### config.mk
export PLATFORM = sky130hd
export DESIGN_NAME = ebg_guard
export DESIGN_NICKNAME = d
export VERILOG_FILES = /design/src/logic/ebg_pkg.sv /design/src/logic/ebg_guard.sv
export VERILOG_INCLUDE_DIRS = /design/src /design/src/logic
export SDC_FILE = /design/constraint.sdc
export NUM_CORES = 1
export LEC_CHECK = 0
export ABC_CLOCK_PERIOD_IN_PS = 2800
export BUFFER_PORTS_ARGS = -buffer_cell sky130_fd_sc_hd__buf_2
export CORE_MARGIN = 3
export CORE_UTILIZATION = 50
export DETAILED_ROUTE_END_ITERATION = 12
export PLACE_DENSITY = 0.71
export SLEW_MARGIN = 20
export SYNTH_ARGS = -nofsm -noshare
export SYNTH_HDL_FRONTEND = slang
export SYNTH_SLANG_ARGS = --single-unit
### constraint.sdc
create_clock -name mclk -period 2.8 [get_ports mclk]
set_input_delay 0.14 -clock mclk [delete_from_list [all_inputs] [get_ports mclk]]
set_output_delay 0.14 -clock mclk [all_outputs]
set_load 0.005 [all_outputs]
### src/logic/ebg_cfg.svh
// Timing and field constants for the bus recovery guard
`ifndef EBG_CFG_SVH
`define EBG_CFG_SVH
`define EBG_CLK_PERIOD_NS 8
`define EBG_GLITCH_NS 130
// Filter must hold a level longer than the glitch width
`define EBG_GLITCH_CYC ((`EBG_GLITCH_NS + `EBG_CLK_PERIOD_NS - 1) / `EBG_CLK_PERIOD_NS)
`define EBG_INIT_CYC 1000
`define EBG_CNT_W 4
`define EBG_LAST_BIT 4'h7
`define EBG_ACK_BIT 4'h8
// Marks the clock fall that closes a start, which carries no data bit
`define EBG_SKIP_BIT 4'hF
`define EBG_ADDR_RD_BIT 0
`define EBG_DEV_ID 7'h50
`endif

### src/logic/ebg_pkg.sv
// Types of the bus recovery guard
package ebg_pkg;
    typedef enum logic [2:0] {
        ST_IDLE = 3'b000,
        ST_DEVADDR = 3'b001,
        ST_WORDADDR = 3'b010,
        ST_WDATA = 3'b011,
        ST_RDATA = 3'b100,
        ST_WRITE = 3'b101
    } ebg_state_t;
    typedef struct packed {
        logic start;
        logic stop;
        logic rise;
        logic fall;
    } ebg_event_t;
    typedef struct packed {
        logic [7:0] waddr;
        logic [7:0] wdata;
    } ebg_wreq_t;
endpackage
### src/logic/ebg_guard.sv
// Protocol-state guard of a two-wire EEPROM slave
`timescale 1ns/100ps
`include "ebg_cfg.svh"
module ebg_guard #(
    parameter int INIT_CYC = `EBG_INIT_CYC,
    parameter logic [6:0] DEV_ID = `EBG_DEV_ID // Arbitrary default address
) (
    input wire logic mclk,
    input wire logic reset_n,
    input wire logic scl_i,
    input wire logic sda_i,
    output logic sda_o,
    output logic sda_oe,
    input wire logic low_vcc,
    input wire logic write_done,
    input wire logic rd_bit,
    output ebg_pkg::ebg_wreq_t wreq_q,
    output logic write_go_q,
    output logic write_drop_q,
    output logic init_busy,
    output logic busy
);
    import ebg_pkg::*;
    localparam int GW = 6;
    localparam logic [GW-1:0] GLITCH = GW'(`EBG_GLITCH_CYC);

    // Three-stage synchronisers for pins and undervoltage
    logic [2:0] scl_s_q, sda_s_q, lv_s_q;
    logic [2:0] scl_s_d, sda_s_d, lv_s_d;
    // Filtered levels and glitch counters
    logic scl_f_q, scl_f_d, sda_f_q, sda_f_d;
    logic [GW-1:0] scl_c_q, scl_c_d, sda_c_q, sda_c_d;
    logic [31:0] init_q, init_d;
    ebg_state_t st_q, st_d;
    logic [`EBG_CNT_W-1:0] bit_q, bit_d;
    logic [7:0] sh_q, sh_d;
    logic rd_q, rd_d, nack_q, nack_d, has_byte_q, has_byte_d, ack_q, ack_d;
    logic drv_q, drv_d, lv_q, lv_d, go_d, drop_d;
    ebg_wreq_t wreq_d;
    ebg_event_t ev;

    always_comb begin
        scl_s_d = {scl_s_q[1:0], scl_i};
        sda_s_d = {sda_s_q[1:0], sda_i};
        lv_s_d = {lv_s_q[1:0], low_vcc};
        scl_f_d = scl_f_q;
        scl_c_d = '0;
        if (scl_s_q[1] == scl_s_q[2] && scl_s_q[2] != scl_f_q) begin
            scl_c_d = scl_c_q + GW'(1);
            if (scl_c_q >= GLITCH) begin
                scl_f_d = scl_s_q[2];
                scl_c_d = '0;
            end
        end
        sda_f_d = sda_f_q;
        sda_c_d = '0;
        if (sda_s_q[1] == sda_s_q[2] && sda_s_q[2] != sda_f_q) begin
            sda_c_d = sda_c_q + GW'(1);
            if (sda_c_q >= GLITCH) begin
                sda_f_d = sda_s_q[2];
                sda_c_d = '0;
            end
        end
        lv_d = (lv_s_q[1] == lv_s_q[2]) ? lv_s_q[2] : lv_q;
        init_d = (init_q != 0) ? init_q - 1 : init_q;
    end

    always_ff @(posedge mclk or negedge reset_n) begin
        if (!reset_n) begin
            scl_s_q <= 3'h7;
            sda_s_q <= 3'h7;
            lv_s_q <= 3'h0;
            scl_f_q <= 1'b1;
            sda_f_q <= 1'b1;
            scl_c_q <= '0;
            sda_c_q <= '0;
            lv_q <= 1'b0;
            init_q <= INIT_CYC;
        end else begin
            scl_s_q <= scl_s_d;
            sda_s_q <= sda_s_d;
            lv_s_q <= lv_s_d;
            scl_f_q <= scl_f_d;
            sda_f_q <= sda_f_d;
            scl_c_q <= scl_c_d;
            sda_c_q <= sda_c_d;
            lv_q <= lv_d;
            init_q <= init_d;
        end
    end

    assign init_busy = (init_q != 0);
    assign busy = (st_q == ST_WRITE);
    always_comb begin
        ev.start = scl_f_q && scl_f_d && sda_f_q && !sda_f_d;
        ev.stop = scl_f_q && scl_f_d && !sda_f_q && sda_f_d;
        ev.rise = !scl_f_q && scl_f_d;
        ev.fall = scl_f_q && !scl_f_d;
    end

    always_comb begin
        st_d = st_q;
        bit_d = bit_q;
        sh_d = sh_q;
        rd_d = rd_q;
        nack_d = nack_q;
        has_byte_d = has_byte_q;
        ack_d = ack_q;
        drv_d = drv_q;
        wreq_d = wreq_q;
        go_d = 1'b0;
        drop_d = 1'b0;
        if (init_busy) begin
            st_d = ST_IDLE;
            drv_d = 1'b0;
            has_byte_d = 1'b0;
        end else if (st_q == ST_WRITE) begin
            drv_d = 1'b0;
            if (write_done) begin
                st_d = ST_IDLE;
            end
        end else if (ev.start) begin
            st_d = ST_DEVADDR;
            // Clock still high here; its next fall is not a bit
            bit_d = `EBG_SKIP_BIT;
            has_byte_d = 1'b0;
            ack_d = 1'b0;
            drv_d = 1'b0;
        end else if (ev.stop) begin
            st_d = ST_IDLE;
            drv_d = 1'b0;
            // Commit only right after data acknowledge
            if (st_q == ST_WDATA && has_byte_q && bit_q == '0) begin
                if (lv_q) begin
                    drop_d = 1'b1;
                end else begin
                    go_d = 1'b1;
                    st_d = ST_WRITE;
                end
            end
            has_byte_d = 1'b0;
        end else if (st_q != ST_IDLE) begin
            if (ev.rise) begin
                if (bit_q == `EBG_ACK_BIT) begin
                    // Master acknowledge for reads
                    nack_d = sda_f_q;
                end else begin
                    sh_d = {sh_q[6:0], sda_f_q};
                end
            end
            if (ev.fall) begin
                drv_d = 1'b0;
                if (bit_q == `EBG_SKIP_BIT) begin
                    // Fall closing a start
                    bit_d = '0;
                end else if (bit_q == `EBG_ACK_BIT) begin
                    bit_d = '0;
                    ack_d = 1'b0;
                    // Master high on ack ends read
                    if (st_q == ST_RDATA && nack_q) begin
                        st_d = ST_IDLE;
                    end else if (st_q == ST_RDATA) begin
                        drv_d = !rd_bit;
                    end else if (!ack_q) begin
                        st_d = ST_IDLE;
                    end
                end else if (bit_q == `EBG_LAST_BIT) begin
                    bit_d = `EBG_ACK_BIT;
                    case (st_q)
                        ST_DEVADDR: begin
                            ack_d = (sh_q[7:1] == DEV_ID);
                            rd_d = sh_q[`EBG_ADDR_RD_BIT];
                            st_d = sh_q[`EBG_ADDR_RD_BIT] ? ST_RDATA : ST_WORDADDR;
                            if (sh_q[7:1] != DEV_ID) begin
                                st_d = ST_IDLE;
                            end
                        end
                        ST_WORDADDR: begin
                            ack_d = 1'b1;
                            wreq_d.waddr = sh_q;
                            st_d = ST_WDATA;
                        end
                        ST_WDATA: begin
                            ack_d = 1'b1;
                            wreq_d.wdata = sh_q;
                            has_byte_d = 1'b1;
                        end
                        default: begin
                            ack_d = 1'b0;
                        end
                    endcase
                    drv_d = (st_q != ST_RDATA) && (st_d != ST_IDLE);
                end else begin
                    bit_d = bit_q + `EBG_CNT_W'(1);
                    if (st_q == ST_RDATA) begin
                        drv_d = !rd_bit;
                    end
                end
                if (st_q == ST_DEVADDR && bit_q == `EBG_ACK_BIT && rd_q) begin
                    drv_d = !rd_bit;
                end
            end
            // Data seen high while driving low means master took line
            if (drv_q && sda_f_q && scl_f_q) begin
                drv_d = 1'b0;
                st_d = ST_IDLE;
            end
        end
    end

    always_ff @(posedge mclk or negedge reset_n) begin
        if (!reset_n) begin
            st_q <= ST_IDLE;
            bit_q <= '0;
            sh_q <= '0;
            rd_q <= 1'b0;
            nack_q <= 1'b0;
            has_byte_q <= 1'b0;
            ack_q <= 1'b0;
            drv_q <= 1'b0;
            wreq_q <= '0;
            write_go_q <= 1'b0;
            write_drop_q <= 1'b0;
        end else begin
            st_q <= st_d;
            bit_q <= bit_d;
            sh_q <= sh_d;
            rd_q <= rd_d;
            nack_q <= nack_d;
            has_byte_q <= has_byte_d;
            ack_q <= ack_d;
            drv_q <= drv_d;
            wreq_q <= wreq_d;
            write_go_q <= go_d;
            write_drop_q <= drop_d;
        end
    end

    // Open drain: only ever pulls low
    assign sda_o = 1'b0;
    assign sda_oe = drv_q;
endmodule

Word level (Yosys, flattened, before mapping)
Index checks and enable logic that the tools add are counted.
- add/sub/neg operators: 4
- multipliers: 0
- div/mod/pow operators: 0
- magnitude comparators: 2
- equality and inequality tests: 25
- shift-type cells: 0
- multiplexer cells: 86
- bitwise operators: 6
- reduce and logical (&&, ||, !) cells: 47
- operators with widths (cell ; number):
    3-bit 2-to-1 mux ; 27
    1-bit 2-to-1 mux ; 46
    7-bit AND reduction ; 5
    32-bit nonzero test ; 1
    32-bit by 1-bit subtractor with 32-bit output, second input constant ; 1
    10-bit AND reduction ; 3
    4-bit 2-to-1 mux ; 7
    6-bit 2-to-1 mux ; 4
    1-bit logical AND ; 17
    8-bit by 7-bit inequality test with 1-bit output, second input constant ; 2
    4-bit nonzero test ; 4
    6-bit by 1-bit adder with 6-bit output, second input constant ; 2
    6-bit by 5-bit >= comparator with 1-bit output, second input constant ; 2
    3-bit nonzero test ; 3
    4-bit == test, second input constant ; 2
    4-bit inequality test, second input constant ; 2
    7-bit == test, second input constant ; 1
    7-bit inequality test, second input constant ; 1
    7-bit nonzero test ; 1
    3-bit by 2-bit == test with 1-bit output, second input constant ; 2
    3-bit == test, second input constant ; 2
    3-bit inequality test, second input constant ; 2
    6-bit by 5-bit inequality test with 1-bit output, second input constant ; 1
    1-bit inverter ; 6
    other kinds (17) ; 26
- flip-flop bits (word level): 94
- latch bits: 0
- RAM bits: 0
- memory bits (read-only): 0
- input port bits: 7
- output and inout bits: 22
- logic and storage cells: 191
- memories kept: 0

Logic depth before layout (Yosys ltp)
- depth in word-level cells: 25
- gate-level depth with buffers: 10
- gate-level depth less buffers: 9

Worst setup path after synthesis
OpenSTA, ideal clock, no wires.
- kind: reg-to-reg
- start: register init_q[0]
- end: register nack_q
- library setup time: 128 ps
- data arrival time: 2513 ps
- data required time: 2672 ps
- path slack: 160 ps
- cell stages (with the launch flop): 10
- path buffers: 1
- clock period less this slack: 2640 ps
- cells stage by stage: dfrtp_1 -> inv_1 -> ha_1 -> or3b_4 -> or4_4 -> nor2_8 -> inv_4 -> buf_6 -> nor4_4 -> mux2_1
- cells in the longest elaborated chain, start to end: 3
- ends and longest elaborated chain (what ; RTL line ; source):
    start: declaration ; ebg_guard.sv:33 ; logic [31:0] init_q, init_d;
    start signal: assignment ; ebg_guard.sv:88 ; init_q <= init_d;
    32-bit nonzero test ; ebg_guard.sv:92 ; assign init_busy = (init_q != 0);
    named net init_busy ; ebg_guard.sv:20 ; output logic init_busy,
    1-bit inverter (no source line) ; - ;
    7-bit AND reduction (no source line) ; - ;
    end signal: assignment ; ebg_guard.sv:229 ; nack_q <= nack_d;
    end: declaration ; ebg_guard.sv:37 ; logic rd_q, rd_d, nack_q, nack_d, has_byte_q, has_byte_d, ack_q, ack_d;
The timed path passes the listed nets, and every way through them passes these cells.
A chain may end at the register's enable or synchronous reset.

Worst setup path in the final report
- start: register sda_c_q[0]
- end: register st_q[2]
- cells in the longest elaborated chain, start to end: 8
- elaborated cells on any way between the ends: 17
- classes of those cells: order compare (1); eq/ne (3); mux (6); reduce/logical (7)
- ends and longest elaborated chain (what ; RTL line ; source):
    start: declaration ; ebg_guard.sv:32 ; logic [GW-1:0] scl_c_q, scl_c_d, sda_c_q, sda_c_d;
    start signal: assignment ; ebg_guard.sv:76 ; sda_c_q <= '0;
    start signal: assignment ; ebg_guard.sv:86 ; sda_c_q <= sda_c_d;
    6-bit by 5-bit >= comparator with 1-bit output (*) ; ebg_guard.sv:59 ; if (sda_c_q >= GLITCH) begin
    1-bit 2-to-1 mux (*) ; ebg_guard.sv:59 ;
    1-bit 2-to-1 mux (*) ; ebg_guard.sv:57 ; if (sda_s_q[1] == sda_s_q[2] && sda_s_q[2] != sda_f_q) begin
    branches (longest 5 deep; another with 8-bit by 7-bit inequality test with 1-bit output) ; - ;
    end signal: assignment ; ebg_guard.sv:225 ; st_q <= st_d;
    end: declaration ; ebg_guard.sv:34 ; ebg_state_t st_q, st_d;
Every way passes the cells marked *.

==> flow_metrics.tcl <==
set metrics [dict create \
    hpwl_um 6100 \
    routed_wl_um 8490 \
    fin_ws_ns 0.131 \
    grt_usage 0.180 \
    cp_data_arrival_time_ns 2.93 \
    crit_path_start_kind "flop" \
    antenna_found_initial 0 \
    top_level_ports 29 \
    synth_edf_count 0 \
    ys_top_cells_by_area "dfrtp_1 44%, dfstp_2 8.2%, mux2_2 6.5%" \
    skew_ns 0.0123 \
    leakagePower_nw 2.64 \
    period_share 0.953 \
    wl_per_cell_um 15.2 \
    gp_congestion 0.884 \
    setup_violations 0 \
    drt-initial-drc-count 101 \
    tightest_slew_ns 0.772 \
    cts_buffers 9 \
    grt_pass1_wl_um 14700 \
    power_density_nw_per_um2 535 \
    synth_cell_types 67 \
    htreeDepth 3 \
    yosysWarnings 0 \
    rsz0062_at_grt "true" \
    drc_errors 0 \
    hold_path.class "input pin to flop" \
    grt_remaining_overflow 0 \
    outcome "finished, final reports clean" \
    combPwrFrac 0.124 \
    fin_nets 463 \
    seqPwrFrac 0.547 \
    cp-end-kind "flop" \
    irDropWorstVdd_mv 0.416 \
    path_cells "ha_1, or4b_2, a21oi_2, buf_4, a211oi_4, a2111oi_4, inv_1, o221a_2" \
    syn_area_sq_um 4510 \
    yosys.area.top_type "dfrtp_1" \
    avgSynthCellArea_sq_um 11.4 \
    slowest_delay_ns 0.68 \
    drive_gt1_frac 0.272 \
    syn_inst 396 \
    synthArstFlopShare 1.00 \
    die_h_um 101 \
    area_growth_pct 14.4 \
    die-area_sq_um 10200 \
    ant_nets 0 \
    die_w_um 101 \
    cts_sinks 94 \
    seq_area_sq_um 2370 \
    power.total_mw 2.76 \
    yosysSeqAreaShare 0.525 \
    core_area_sq_um 8760 \
    clk_latency_ns 0.37 \
    critical_path_class "flop to flop" \
    clk_pin_slew_ns 0.10 \
    synth_flop_cell "dfrtp_1" \
    max-slew-margin-rel 0.485 \
    nFillCells 744 \
    cts_buffer_depth 2 \
    drv_cap 0 \
    port_buffers 27 \
    swShare 0.302 \
    max_freq_mhz 375 \
    final_common_cell "dfrtp_1" \
    synthDominantCellAreaShare 0.444 \
    initial_core_util 0.515 \
    dr.pass1.iters 4 \
    final_max_slew_viol_count 0 \
    hold_viol_final 0 \
    final_util 0.589 \
    worstPathMaxFanout 7 \
    finalCriticalPeriod_ns 2.67 \
    grt_max_degree 60 \
    internal_power_mw 1.93 \
    routed-via-count 3156 \
    synth_seq_cells 94 \
    cts_root_buf "clkbuf_8" \
    avgViaCountPerCell 5.64 \
    clkPwrFrac 0.329 \
    crit_slowest_cell "or4b_2" \
    pre_cts_ws_ns 0.0275 \
    tritoncts "yes" \
    diodes 0 \
    grt_pass1_vias 3097 \
    critPathRequiredTime_ns 3.06 \
    final_cell_mix "80 x dfrtp_1, 33 x nor2_1, 26 x mux2_2, 26 x buf_2, 23 x nand2_1" \
    multi_input_area_sq_um 2070 \
    switching_power_mw 0.835 \
    placement_rows 34 \
]
[worst max-delay path: cells and delay by family, from the launching register on]
family	cells	cell delay [ns]
AO/OA/AOI/OAI	4	0.97
AND/OR/NAND/NOR	1	0.68
flip-flops	1	0.44
buffers and inverters	2	0.27
adder cells (fa/ha/maj)	1	0.21
[cells in the mapped netlist, types with 4 or more instances]
master,instances
mux2_2,26
nand3b_1,5
a21o_1,6
dfstp_2,14
nor4_2,4
inv_1,18
or3_1,7
xor2_1,21
ha_1,9
nor4_1,8
a21oi_1,11
xnor2_1,10
nand2_1,23
nand3_1,13
nor2_1,33
nor3_1,17
o21ai_0,18
dfrtp_1,80
[worst paths after layout]
check / from / to / slack [ns] / cells past startpoint
worst min-delay path: write_done / st_q[0] / 0.27 / 4
worst min register to register: scl_s_q[0] / scl_s_q[1] / 0.36 / 0
worst max-delay path: sda_c_q[0] / st_q[2] / 0.13 / 8
worst max register to register: sda_c_q[0] / st_q[2] / 0.13 / 8
min in group asynchronous: reset_n / bit_q[1] / 0.38 / 2
max in group asynchronous: reset_n / init_q[5] / 1.67 / 3
[kinds of logic after synthesis]
group / after synthesis / share of synthesized area
other: 1 / 0.000831
AND/OR/NAND/NOR: 148 / 0.202
buffers and inverters: 25 / 0.0241
multiplexers: 28 / 0.0696
AO/OA/AOI/OAI: 59 / 0.0910
XOR/XNOR: 31 / 0.0602
adder cells (fa/ha/maj): 10 / 0.0272
flip-flops: 94 / 0.525
[power by group through the flow]
stage | Clock [mW] | Sequential (mW) | Combinational [mW]
after global placement | 0 | 1.53 | 0.333
after CTS | 0.948 | 1.51 | 0.346
final | 0.910 | 1.51 | 0.342
after detailed placement | 0 | 1.54 | 0.341
after global routing | 1.01 | 1.53 | 0.396
after floorplan | 0 | 1.50 | 0.255
[stage by stage]
stage,hold WS [ns],instance area [sq um],std cells,TNS [ns]
floorplan,-0.156,4520,398,0
global placement,0.245,4830,535,0
detailed placement,0.246,4830,535,0
CTS,0.259,5080,555,0
global route,0.284,5160,560,-0.0112
finish,0.268,5160,560,0
[sequential cells by signal, indices dropped and copies added, names as in the netlist]
name,cells
init_q,32
wreq_q,16
sh_q,8
scl_c_q,6
sda_c_q,6
bit_q,4
lv_s_q,3
scl_s_q,3
sda_s_q,3
st_q,3
ack_q,1
has_byte_q,1
lv_q,1
nack_q,1
rd_q,1
scl_f_q,1
sda_f_q,1
sda_oe,1
write_drop_q,1
write_go_q,1
[metal layers]
metal / GRT usage / routed length, um / up-vias / share of wire
li1: - / - / 1531 / -
met4: 0.0470 / 108 / 0 / 0.013
met3: 0.0401 / 316 / 11 / 0.037
met5: 0 / 0 / - / 0
met1: 0.246 / 3960 / 1545 / 0.47
met2: 0.292 / 4110 / 69 / 0.48
[cell type report]
cell class	count	area share
flip-flops and latches	94	0.459
multi-input cells	279	0.402
repair buffers	44	0.0582
well taps	108	0.0262
clock buffers	9	0.0240
clock inverters	7	0.0167
inverters	19	0.0143
[timing repair]
action,CTS,global route
setup buffers,0,5
resized for setup,0,10
endpoints found under the hold margin,50,0
setup endpoints to repair,0,26
hold buffers,4,0
Note: power is estimated with default switching activity, not from simulation.
